## src/iasb_pkg.sv

```systemverilog
// Shared constants and types for the I/O alarm and status word bank.
// Assumes a single 25 MHz core clock and an APB register bus.
package iasb_pkg;

    ////////////////////////////////////////////////////////////////////////
    // Clock and timing.
    localparam int unsigned CLK_HZ = 25_000_000;
    localparam int unsigned MS_PER_S = 1000;
    // Cycles per millisecond tick, rounded up.
    localparam int unsigned MS_TICK_CYC = (CLK_HZ + MS_PER_S - 1) / MS_PER_S;
    // Least control output on-time for a heater current update.
    localparam int unsigned HOLD_MIN_TIME_MS = 100;
    localparam logic [7:0] HOLD_MIN_TICKS = 8'(HOLD_MIN_TIME_MS);

    // Heater current is measured in units of 0.1 A; 110.0 A limit.
    localparam logic [15:0] OVERCURRENT_LIMIT_DA = 16'h044c;

    ////////////////////////////////////////////////////////////////////////
    // Register indices; the byte address is four times the index.
    localparam logic [7:0] IDX_INPUT_COUNT_ERROR = 8'h05;
    localparam logic [7:0] IDX_HEATER_OVERCURRENT = 8'h06;
    localparam logic [7:0] IDX_HEATER_FAULT_ALARM = 8'h07;
    localparam logic [7:0] IDX_CURRENT_HOLD_NOTICE = 8'h09;
    localparam logic [7:0] IDX_CHANNEL_ERROR_SUMMARY = 8'h0b;
    localparam logic [7:0] IDX_IRQ_STATUS = 8'h20;
    localparam logic [7:0] IDX_IRQ_MASK = 8'h21;
    localparam logic [7:0] IDX_CURRENT_MONITOR_ONE = 8'h22;
    localparam logic [7:0] IDX_CURRENT_MONITOR_TWO = 8'h23;

    ////////////////////////////////////////////////////////////////////////
    // Field positions.
    localparam int unsigned POS_COUNT_ERR = 0;
    localparam int unsigned POS_OVERCUR_ONE = 0;
    localparam int unsigned POS_OVERCUR_TWO = 1;
    localparam int unsigned POS_BURNOUT_ONE = 0;
    localparam int unsigned POS_SHORT_ONE = 1;
    localparam int unsigned POS_BURNOUT_TWO = 4;
    localparam int unsigned POS_SHORT_TWO = 5;
    localparam int unsigned POS_HOLD_ONE = 0;
    localparam int unsigned POS_HOLD_TWO = 4;
    localparam int unsigned POS_CHAN_ERR = 0;

    // Interrupt status and mask layout: one bit per status word.
    localparam int unsigned IRQ_COUNT_ERR = 0;
    localparam int unsigned IRQ_OVERCUR = 1;
    localparam int unsigned IRQ_FAULT_ALARM = 2;
    localparam int unsigned IRQ_HOLD = 3;
    localparam int unsigned IRQ_CHAN_ERR = 4;
    localparam logic [15:0] IRQ_USED_MASK = 16'h001f;

    // Reset values.
    localparam logic [15:0] RST_WORD = 16'h0000;
    localparam logic [15:0] RST_IRQ_MASK = 16'h0000;
    localparam logic [31:0] RST_RDATA = 32'h0000_0000;

    ////////////////////////////////////////////////////////////////////////
    // Alarm conditions arriving on pins from the measurement front end.
    typedef struct packed {
        logic [3:0] count_err;
        logic [1:0] heater_burnout;
        logic [1:0] relay_short_circuit;
        logic [3:0] chan_err;
    } iasb_pins_s;

    localparam int unsigned PINS_W = $bits(iasb_pins_s);

endpackage

```

## src/iasb_pin_sync.sv

```systemverilog
// Three-stage pin synchroniser with an agreement filter.
// Assumes asynchronous inputs; output changes once stages two and three agree.
module iasb_pin_sync #(
    parameter int unsigned W = 1
) (
    // Clock and reset.
    input wire logic core_clk_i,
    input wire logic rst_b_i,
    // Pins and filtered levels.
    input wire logic [W-1:0] pin_i,
    output logic [W-1:0] level_o
);

    logic [W-1:0] s1_r;
    logic [W-1:0] s2_r;
    logic [W-1:0] s3_r;
    logic [W-1:0] level_r;
    logic [W-1:0] level_nxt;

    ////////////////////////////////////////////////////////////////////////
    // Stage one feeds only stage two, so a metastable value goes nowhere else.
    for (genvar i = 0; i < W; i++) begin : g_bit
        always_comb begin
            level_nxt[i] = (s2_r[i] == s3_r[i]) ? s3_r[i] : level_r[i];
        end
    end

    always_ff @(posedge core_clk_i or negedge rst_b_i) begin
        if (!rst_b_i) begin
            s1_r <= '0;
            s2_r <= '0;
            s3_r <= '0;
            level_r <= '0;
        end else begin
            s1_r <= pin_i;
            s2_r <= s1_r;
            s3_r <= s2_r;
            level_r <= level_nxt;
        end
    end

    assign level_o = level_r;

endmodule

```

## src/iasb_top.sv

```systemverilog
// Read-only alarm and status word bank of a modular temperature controller.
// Assumes an APB master on core_clk_i and alarm pins from another domain.
// Control outputs and heater current samples come from logic on this clock.
//
// What this block does
// - Count errors of inputs one to four set bits 0 to 3 of the input word.
// - Overcurrent bit 0 is set while current one exceeds 110.0 A, else clear.
// - Overcurrent bit 1 is set while current two exceeds 110.0 A, else clear.
// - Fault bit 0 is 1 while sensor one has a heater burnout alarm.
// - Fault bit 4 is 1 while sensor two has a heater burnout alarm.
// - Fault bit 1 is 1 while sensor one has a relay short-circuit alarm.
// - Fault bit 5 is 1 while sensor two has a relay short-circuit alarm.
// - On-time under 100 ms keeps the monitor value and sets hold bit 0 or 4.
// - Channel errors one to four set bits 0 to 3 of the channel error word.
// - Burnout and short alarms mean heater burnout and relay short circuit.
module iasb_top
    import iasb_pkg::*;
#(
    parameter int unsigned MS_TICK = iasb_pkg::MS_TICK_CYC
) (
    // Clock and reset.
    input wire logic core_clk_i,
    input wire logic rst_b_i,
    // APB slave.
    input wire logic psel_i,
    input wire logic penable_i,
    input wire logic pwrite_i,
    input wire logic [11:0] paddr_i,
    input wire logic [31:0] pwdata_i,
    output logic [31:0] prdata_o,
    output logic pready_o,
    output logic pslverr_o,
    // Alarm pins.
    input wire iasb_pkg::iasb_pins_s alarm_pins_i,
    // Control outputs and heater current samples, same clock.
    input wire logic [1:0] control_out_i,
    input wire logic [1:0][15:0] heater_current_i,
    // Interrupt.
    output logic irq_o
);

    import iasb_pkg::*;

    ////////////////////////////////////////////////////////////////////////
    // Address decode, used by the read path, the write path and the error answer.
    function automatic logic reg_hit(input logic [11:0] addr);
        logic [7:0] idx;
        logic known;
        idx = addr[9:2];
        case (idx)
            IDX_INPUT_COUNT_ERROR,
            IDX_HEATER_OVERCURRENT,
            IDX_HEATER_FAULT_ALARM,
            IDX_CURRENT_HOLD_NOTICE,
            IDX_CHANNEL_ERROR_SUMMARY,
            IDX_IRQ_STATUS,
            IDX_IRQ_MASK,
            IDX_CURRENT_MONITOR_ONE,
            IDX_CURRENT_MONITOR_TWO: known = 1'b1;
            default: known = 1'b0;
        endcase
        // Byte lanes and the upper window are decoded as well, so an alias
        // there is refused rather than folded onto a word.
        reg_hit = known && (addr[1:0] == 2'b00) && (addr[11:10] == 2'b00);
    endfunction

    ////////////////////////////////////////////////////////////////////////
    // Bus phases; a write lands only in the access cycle, with pready up.
    logic apb_setup;
    logic apb_access;

    assign apb_setup = psel_i && !penable_i;
    assign apb_access = psel_i && penable_i;

    ////////////////////////////////////////////////////////////////////////
    // Pin synchronisation.
    // Alarm levels may glitch; two agreeing stages stop a one-cycle blip.
    iasb_pins_s pins;
    logic [PINS_W-1:0] pins_flat;

    iasb_pin_sync #(
        .W(PINS_W)
    ) u_pin_sync (
        .core_clk_i(core_clk_i),
        .rst_b_i(rst_b_i),
        .pin_i(alarm_pins_i),
        .level_o(pins_flat)
    );

    assign pins = iasb_pins_s'(pins_flat);

    ////////////////////////////////////////////////////////////////////////
    // Millisecond tick divider.
    logic [15:0] div_r;
    logic [15:0] div_nxt;
    logic ms_tick;

    always_comb begin
        ms_tick = (div_r == 16'(MS_TICK - 1));
        div_nxt = ms_tick ? 16'h0000 : div_r + 16'h0001;
    end

    always_ff @(posedge core_clk_i or negedge rst_b_i) begin
        if (!rst_b_i) begin
            div_r <= 16'h0000;
        end else begin
            div_r <= div_nxt;
        end
    end

    ////////////////////////////////////////////////////////////////////////
    // On-time measurement and heater current hold, one per current sensor.
    // The on-time is resolved to whole milliseconds; a pulse of 99 ticks
    // plus a fraction still counts as short, which errs towards holding.
    logic [1:0] ctrl_prev_r;
    logic [1:0] ctrl_prev_nxt;
    logic [1:0][7:0] on_ms_r;
    logic [1:0][7:0] on_ms_nxt;
    logic [1:0] hold_r;
    logic [1:0] hold_nxt;
    logic [1:0][15:0] monitor_r;
    logic [1:0][15:0] monitor_nxt;
    logic [1:0] ctrl_rise;
    logic [1:0] ctrl_fall;
    logic [1:0] on_short;

    for (genvar c = 0; c < 2; c++) begin : g_sensor
        always_comb begin
            ctrl_rise[c] = control_out_i[c] && !ctrl_prev_r[c];
            ctrl_fall[c] = !control_out_i[c] && ctrl_prev_r[c];
            on_short[c] = on_ms_r[c] < HOLD_MIN_TICKS;
            ctrl_prev_nxt[c] = control_out_i[c];
            on_ms_nxt[c] = on_ms_r[c];
            hold_nxt[c] = hold_r[c];
            monitor_nxt[c] = monitor_r[c];
            if (ctrl_rise[c]) begin
                on_ms_nxt[c] = 8'h00;
            end else if (control_out_i[c] && ms_tick && on_short[c]) begin
                on_ms_nxt[c] = on_ms_r[c] + 8'h01;
            end
            if (ctrl_fall[c]) begin
                if (on_short[c]) begin
                    hold_nxt[c] = 1'b1;
                end else begin
                    hold_nxt[c] = 1'b0;
                    monitor_nxt[c] = heater_current_i[c];
                end
            end
        end
    end

    always_ff @(posedge core_clk_i or negedge rst_b_i) begin
        if (!rst_b_i) begin
            ctrl_prev_r <= 2'b00;
            on_ms_r <= '0;
            hold_r <= 2'b00;
            monitor_r <= '0;
        end else begin
            ctrl_prev_r <= ctrl_prev_nxt;
            on_ms_r <= on_ms_nxt;
            hold_r <= hold_nxt;
            monitor_r <= monitor_nxt;
        end
    end

    ////////////////////////////////////////////////////////////////////////
    // Live status words; only the hold bits are registered and stay set until a long on-time clears them.
    logic [15:0] input_count_error;
    logic [15:0] heater_overcurrent_status;
    logic [15:0] heater_fault_alarm_status;
    logic [15:0] current_hold_notice;
    logic [15:0] channel_error_summary;

    always_comb begin
        input_count_error = RST_WORD;
        heater_overcurrent_status = RST_WORD;
        heater_fault_alarm_status = RST_WORD;
        current_hold_notice = RST_WORD;
        channel_error_summary = RST_WORD;
        input_count_error[POS_COUNT_ERR +: 4] = pins.count_err;
        heater_overcurrent_status[POS_OVERCUR_ONE] =
            heater_current_i[0] > OVERCURRENT_LIMIT_DA;
        heater_overcurrent_status[POS_OVERCUR_TWO] =
            heater_current_i[1] > OVERCURRENT_LIMIT_DA;
        heater_fault_alarm_status[POS_BURNOUT_ONE] =
            pins.heater_burnout[0];
        heater_fault_alarm_status[POS_BURNOUT_TWO] =
            pins.heater_burnout[1];
        heater_fault_alarm_status[POS_SHORT_ONE] =
            pins.relay_short_circuit[0];
        heater_fault_alarm_status[POS_SHORT_TWO] =
            pins.relay_short_circuit[1];
        current_hold_notice[POS_HOLD_ONE] = hold_r[0];
        current_hold_notice[POS_HOLD_TWO] = hold_r[1];
        channel_error_summary[POS_CHAN_ERR +: 4] = pins.chan_err;
    end

    ////////////////////////////////////////////////////////////////////////
    // Interrupt events: any status bit rising since the previous cycle.
    logic [4:0][15:0] words;
    logic [4:0][15:0] words_prev_r;
    logic [4:0][15:0] words_prev_nxt;
    logic [15:0] irq_sts_r;
    logic [15:0] irq_sts_nxt;
    logic [15:0] irq_mask_r;
    logic [15:0] irq_mask_nxt;
    logic [15:0] irq_event;
    logic wr_access;
    logic [7:0] wr_idx;
    logic sts_clr;
    logic mask_wr;

    // One flag per word keeps the mask short; the word itself tells which bit.
    assign words[IRQ_COUNT_ERR] = input_count_error;
    assign words[IRQ_OVERCUR] = heater_overcurrent_status;
    assign words[IRQ_FAULT_ALARM] = heater_fault_alarm_status;
    assign words[IRQ_HOLD] = current_hold_notice;
    assign words[IRQ_CHAN_ERR] = channel_error_summary;

    always_comb begin
        irq_event = 16'h0000;
        for (int i = 0; i < 5; i++) begin
            irq_event[i] = |(words[i] & ~words_prev_r[i]);
        end
        words_prev_nxt = words;
        wr_access = apb_access && pwrite_i && reg_hit(paddr_i);
        wr_idx = paddr_i[9:2];
        sts_clr = wr_access && (wr_idx == IDX_IRQ_STATUS);
        mask_wr = wr_access && (wr_idx == IDX_IRQ_MASK);
        irq_sts_nxt = irq_sts_r;
        irq_mask_nxt = irq_mask_r;
        // Writes to the status words fall through here and change nothing.
        if (sts_clr) begin
            irq_sts_nxt = irq_sts_r & ~pwdata_i[15:0];
        end
        if (mask_wr) begin
            irq_mask_nxt = pwdata_i[15:0] & IRQ_USED_MASK;
        end
        // A new event in the clearing cycle is kept: set wins over clear.
        irq_sts_nxt = (irq_sts_nxt | irq_event) & IRQ_USED_MASK;
    end

    always_ff @(posedge core_clk_i or negedge rst_b_i) begin
        if (!rst_b_i) begin
            words_prev_r <= '0;
            irq_sts_r <= RST_WORD;
            irq_mask_r <= RST_IRQ_MASK;
        end else begin
            words_prev_r <= words_prev_nxt;
            irq_sts_r <= irq_sts_nxt;
            irq_mask_r <= irq_mask_nxt;
        end
    end

    // A level output: it drops only once software clears or masks the flag.
    assign irq_o = |(irq_sts_r & irq_mask_r);

    ////////////////////////////////////////////////////////////////////////
    // APB read path: data is captured in the setup cycle and held through
    // the access phase, which always completes without wait states.
    // Reads of unmapped space return zero alongside the error answer.
    logic [31:0] prdata_r;
    logic [31:0] prdata_nxt;
    logic [15:0] rd_word;
    logic [7:0] rd_idx;

    always_comb begin
        rd_idx = paddr_i[9:2];
        unique case (rd_idx)
            IDX_INPUT_COUNT_ERROR: rd_word = input_count_error;
            IDX_HEATER_OVERCURRENT: rd_word = heater_overcurrent_status;
            IDX_HEATER_FAULT_ALARM: rd_word = heater_fault_alarm_status;
            IDX_CURRENT_HOLD_NOTICE: rd_word = current_hold_notice;
            IDX_CHANNEL_ERROR_SUMMARY: rd_word = channel_error_summary;
            IDX_IRQ_STATUS: rd_word = irq_sts_r;
            IDX_IRQ_MASK: rd_word = irq_mask_r;
            IDX_CURRENT_MONITOR_ONE: rd_word = monitor_r[0];
            IDX_CURRENT_MONITOR_TWO: rd_word = monitor_r[1];
            default: rd_word = RST_WORD;
        endcase
        prdata_nxt = prdata_r;
        if (apb_setup) begin
            prdata_nxt = (reg_hit(paddr_i) && !pwrite_i) ?
                {16'h0000, rd_word} : RST_RDATA;
        end
    end

    always_ff @(posedge core_clk_i or negedge rst_b_i) begin
        if (!rst_b_i) begin
            prdata_r <= RST_RDATA;
        end else begin
            prdata_r <= prdata_nxt;
        end
    end

    assign prdata_o = prdata_r;
    assign pready_o = apb_access;
    assign pslverr_o = apb_access && !reg_hit(paddr_i);

endmodule

```

## config.mk

```make
export PLATFORM = sky130hd
export DESIGN_NAME = iasb_top
export DESIGN_NICKNAME = d
export VERILOG_FILES = /design/src/iasb_pkg.sv /design/src/iasb_pin_sync.sv /design/src/iasb_top.sv
export SDC_FILE = /design/constraint.sdc
export NUM_CORES = 1
export LEC_CHECK = 0
export ABC_AREA = 1
export BUFFER_PORTS_ARGS = -buffer_cell sky130_fd_sc_hd__buf_2
export CAP_MARGIN = 20
export CORE_AREA = 2 2 196 121
export CTS_CLUSTER_DIAMETER = 150
export DETAILED_ROUTE_END_ITERATION = 10
export DIE_AREA = 0 0 198 123
export PLACE_DENSITY = 0.56
export SYNTH_ARGS = -nofsm -noshare
export SYNTH_HDL_FRONTEND = slang
export SYNTH_SLANG_ARGS = --single-unit
```

## constraint.sdc

```tcl
create_clock -name core_clk_i -period 2 [get_ports core_clk_i]
set_input_delay 0.1 -clock core_clk_i [delete_from_list [all_inputs] [get_ports core_clk_i]]
set_output_delay 0.1 -clock core_clk_i [all_outputs]
set_load 0.005 [all_outputs]
```

Word level (Yosys, flattened, before mapping) --
Index checks and enable logic that the tools add are counted.
Word-level totals: word-level logic and storage cells 128, output and inout bits 35, bits in registers 174
Cells by class: reduce and logical (&&, ||, !) cells 40, order comparisons 4, bitwise gates (word level) 16, mux-type cells 12, add/sub/neg operators 3, eq/ne operators 22
Operators by type and width (count):
- $pmux W16 S9 | 1
- $reduce_or A16 Y1 | 6
- $and A4 B16 Y16 | 2
- $eq A8 B6 Y1 const B | 4
- $gt A16 B11 Y1 const B | 2
- $mux W16 | 2
- $mux W8 | 4
- $not A4 Y16 | 2
- $eq A8 B3 Y1 const B | 3
- $logic_and A1 B1 Y1 | 20
- $add A16 B1 Y16 const B | 1
- $add A8 B1 Y8 const B | 2
- $and A2 B16 Y16 | 1
- $and A5 B16 Y16 | 1
- $and A6 B16 Y16 | 1
- $eq A16 B15 Y1 const B | 1
- $eq A8 B4 Y1 const B | 2
- $lt A8 B7 Y1 const B | 2
- $not A2 Y16 | 1
- $not A5 Y16 | 1
- $not A6 Y16 | 1
- $eq A1 B1 Y1 | 12
- $and A5 B5 Y5 | 2
- $reduce_or A9 Y1 | 1
- 9 further kinds | 22

Longest topological paths before layout --
word-level depth 9, gate-level depth with buffers 11, gate-level depth less buffers 11

Cells and area by module --
From an unflattened synthesis, not the netlist that was laid out.
Second synthesis, totals: cells, all modules 804, area total of the unflattened synthesis 6955.4 sq um
Modules (own cells, without submodules):
- iasb_top | area an instance 5559.1 sq um, instances 1, cells an instance 708
- iasb_pin_sync | area an instance 1396.3 sq um, instances 1, cells an instance 96

Least setup slack after synthesis --
No wires, ideal clock.
kind register -> register, start point register div_r[0], end point register on_ms_r[0] (netlist name), required time 1868 ps, arrival 1350 ps, library setup time 132 ps, slack 518 ps, period minus slack after synthesis 1482 ps, cell stages (with the launch flop) 10, cells stage by stage dfrtp_1 > ha_1 > nand2_1 > nor3_1 > nand4_1 > nor2_1 > buf_2 > nand4_1 > nand2_1 > nor2_1
Between the ends: longest elaborated chain between the ends 4
RTL lines:
- from (decl) | RTL line iasb_top.sv:94 | logic [15:0] div_r;
- from (signal assigned) | RTL line iasb_top.sv:107 | div_r <= div_nxt;
- $eq A16 B15 Y1 | RTL line iasb_top.sv:99 | ms_tick = (div_r == 16'(MS_TICK - 1));
- $logic_and A1 B1 Y1 (2 in series) | RTL line iasb_top.sv:138 | end else if (control_out_i[c] && ms_tick && on_short[c]) begin
- $reduce_bool A2 Y1 (no line)
- to (signal assigned) | RTL line iasb_top.sv:160 | on_ms_r <= on_ms_nxt;
- to (decl) | RTL line iasb_top.sv:117 | logic [1:0][7:0] on_ms_r;
No other way between the ends. A chain may end at the register's enable or synchronous reset.

Worst setup path after layout --
start point register div_r[0], end point register div_r[14]
Between the ends: longest elaborated chain between the ends 2
RTL lines:
- $add A16 B1 Y16 / $eq A16 B15 Y1 (equally long branches) | RTL line iasb_top.sv:100, iasb_top.sv:99
- $mux W16 * | RTL line iasb_top.sv:100 | div_nxt = ms_tick ? 16'h0000 : div_r + 16'h0001;
- named net div_nxt[14] | RTL line iasb_top.sv:95 | logic [15:0] div_nxt;
Mark *: on every way through the listed nets, which the timed path passes. The rest lies on a longest branch.

==> reports/summary.txt <==
Status = completed
Synthesized cell area = 0.00688 mm2
Syn Area/Cell = 8.85 um2
Clock Path Buffers = 2
Startpoint Class = register
Dpl cells = 1181
NetSw = 1.79 mW
Share of cells above drive strength 1 = 0.159
Final Hold Fails = 0
Die area = 0.0244 mm2
Period minus WS final = 1.79 ns
Total gr overflow = 0
Worst Hold Launch = pwrite_i
Layout area overhead = 28.2%
Flop pwr share = 0.494
R2R depth = 8
Clock transition at path regs = 0.06 ns
Crit. End Element = register
Post-CTS Setup Bufs = 0
Max Cap Viol = 0
TritonCTS Sinks = 158
Final cell count without fillers = 1266
Hold WS = 0.0237 ns
Die Wd = 198 um
Reg2reg end = div_r[14]
Nets = 1036
Commonest non-fill, non-tap cell in the layout = nand2_1
Hold Crit Depth = 4
Least-Margin Pin Slew = 0.580 ns
Crit Reg-Reg Startpoint = div_r[0]
Critical path class = reg -> reg
Number of port buffers = 86
Starting Density = 0.304
Setup TNS = 0 ns
CORE AREA = 0.0227 mm2
Antenna-violating nets left = 0
Worst-skew pair later-pin latency = 0.43 ns
Vias in the first global route = 5166
Routed wire length per instance = 12.9 um
Initial antenna violation count = 0
Crit share post-route = 0.895
Setup violations, final = 0
RSZ-0062 raised after global routing = false
End-of-flow core utilization = 0.390
Vias per cell = 4.32
Vias = 5468
Drt initial violations = 319
GRT Overall Usage = 0.142
Headroom to the max-slew limit = 0.610
Initial DRT Pass Iterations = 5
Worst R2R Setup Slack = 0.21 ns
Distinct cells, synth = 37
Ys flop type = dfrtp_1
EDFF count, synth = 0
Yosys reg bits = 158
CP Max Fanout = 4
Drt total wl = 16.3 mm
Sequential element share of the synthesized area = 0.574
Multi-input gate area = 0.00243 mm2
Worst Hold Endpoint = prdata_o[5]
DP Wirelength = 12.0 mm
Final Power = 7.10 mW
Switching Share = 0.252
# DRC = 0
Share of flip-flops with an asynchronous set or reset = 1.00
Io pins = 130
# rows = 43
Post-synthesis instance total = 778
Internal Power = 5.31 mW
Final worst clock skew = 0.00939 ns
Comb power frac = 0.076
Diode count = 0
Root Driver = clkbuf_16
CTS buffer count = 17
Clock share of power = 0.430
Global-route wire length before repair = 26.6 mm
Pwr dens = 804 mW/mm2
Worst vdd ir = 0.519 mV
Worst hold-check path type = in -> reg
Peak Freq = 0.559 GHz
Lkg Pwr = 4.46 nW
GP Congestion = 0.847
Arr. time, crit path = 2.14 ns
Synth Warn # = 0
Most frequent cells in the layout = nand2_1, dfrtp_1, inv_1, buf_2, nor2_1
Die height = 123 um
Number of fill cells = 2314
Final Slew Violations = 0
CP required = 2.35 ns
H-tree depth = 4
Register area = 0.00395 mm2
Largest net degree at the start of global routing = 51
CTS tree = built
worst max path at each step:
stage	from	to	slack, ns	cells past startpoint
final	div_r[0]	div_r[14]	0.21	8
after floorplan	div_r[0]	on_ms_r[0]	0.52	9
after CTS	on_ms_r[4]	monitor_r[0]	0.06	7
after global routing	div_r[0]	div_r[14]	0.01	8
after global placement	on_ms_r[3]	monitor_r[3]	0.1	7
after detailed placement	on_ms_r[4]	monitor_r[0]	0.07	7
critical path: stages (launching register included):
cell and delay (ns):
dfrtp_1 0.37, ha_1 0.22, nand2_1 0.10, nor2_1 0.27
nand2_1 0.13, nor2_2 0.18, nand3_1 0.11, or2_0 0.21
a21oi_1 0.12
power by group through the flow:
stage                     Sequential, mW  Clock [mW]  Combinational, mW
after detailed placement            3.57           0              0.463
after global routing                3.53        3.27              0.621
final                               3.51        3.05              0.540
after floorplan                     3.53           0              0.258
after CTS                           3.51        3.14              0.548
after global placement              3.56           0              0.455
Yosys cell counts (2+ instances only):
cell type / n / area (um2)
nand2_2: 3 / 18.8
nand2_1: 234 / 878
xnor2_1: 4 / 35.0
nand4_1: 21 / 131
a221oi_1: 4 / 35.0
xor2_1: 10 / 87.6
ha_1: 3 / 37.5
buf_2: 6 / 30.0
nor3_1: 16 / 80.1
o21ai_0: 34 / 170
dfrtp_1: 158 / 3950
inv_1: 97 / 364
nor3b_1: 3 / 22.5
nor2_1: 63 / 236
clkbuf_1: 6 / 22.5
nand3_1: 39 / 195
buf_4: 16 / 120
o21ai_1: 5 / 25.0
o22ai_1: 15 / 93.8
a21oi_1: 6 / 30.0
clkinv_1: 2 / 7.51
nand3_2: 2 / 20.0
maj3_1: 12 / 120
nor4_1: 3 / 18.8
nor2_2: 4 / 25.0
repair_timing:
item / in CTS / in global routing
endpoints found under the setup margin: 0 / 11
hold endpoints to repair: 98 / 0
hold buffers: 53 / 0
gates resized for setup: 0 / 1
through the flow:
step	worst slack [ns]	instance area, um2
final	0.210	8830
after global routing	0.0149	8830
after global placement	0.0998	7730
after detailed placement	0.0735	7730
after floorplan	0.518	6940
after CTS	0.0608	8820
kinds of logic after synthesis:
family	count (synthesis)	synth area share
other	1	0.000545
buffers and inverters	129	0.0812
AND/OR/NAND/NOR	394	0.246
flip-flops	158	0.574
adder cells (fa/ha/maj)	15	0.0229
AO/OA/AOI/OAI	67	0.0573
XOR/XNOR	14	0.0178
final cells by class:
type                    instances  share of cell area
well taps                     315              0.0446
clock inverters                13              0.0119
inverters                     100              0.0425
repair buffers                155               0.126
clock buffers                  19              0.0513
multi-input cells             506               0.276
flip-flops and latches        158               0.448
sequential cells by signal, summed over array words and instances, names as in the netlist:
register,flops
ctrl_prev_r,2
u_pin_sync.s2_r,12
words_prev_r,16
irq_sts_r,5
irq_mask_r,5
u_pin_sync.s1_r,12
on_ms_r,16
div_r,16
monitor_r,32
u_pin_sync.level_o,12
hold_r,2
prdata_o,16
u_pin_sync.s3_r,12
routing by layer:
layer  share of wire  wire, um  GRT usage
met2            0.39      6290      0.190
met3           0.051       831     0.0306
met5               0         0          0
met4           0.014       227     0.0475
met1            0.55      8950      0.222
(Power assumes the default switching activity.)
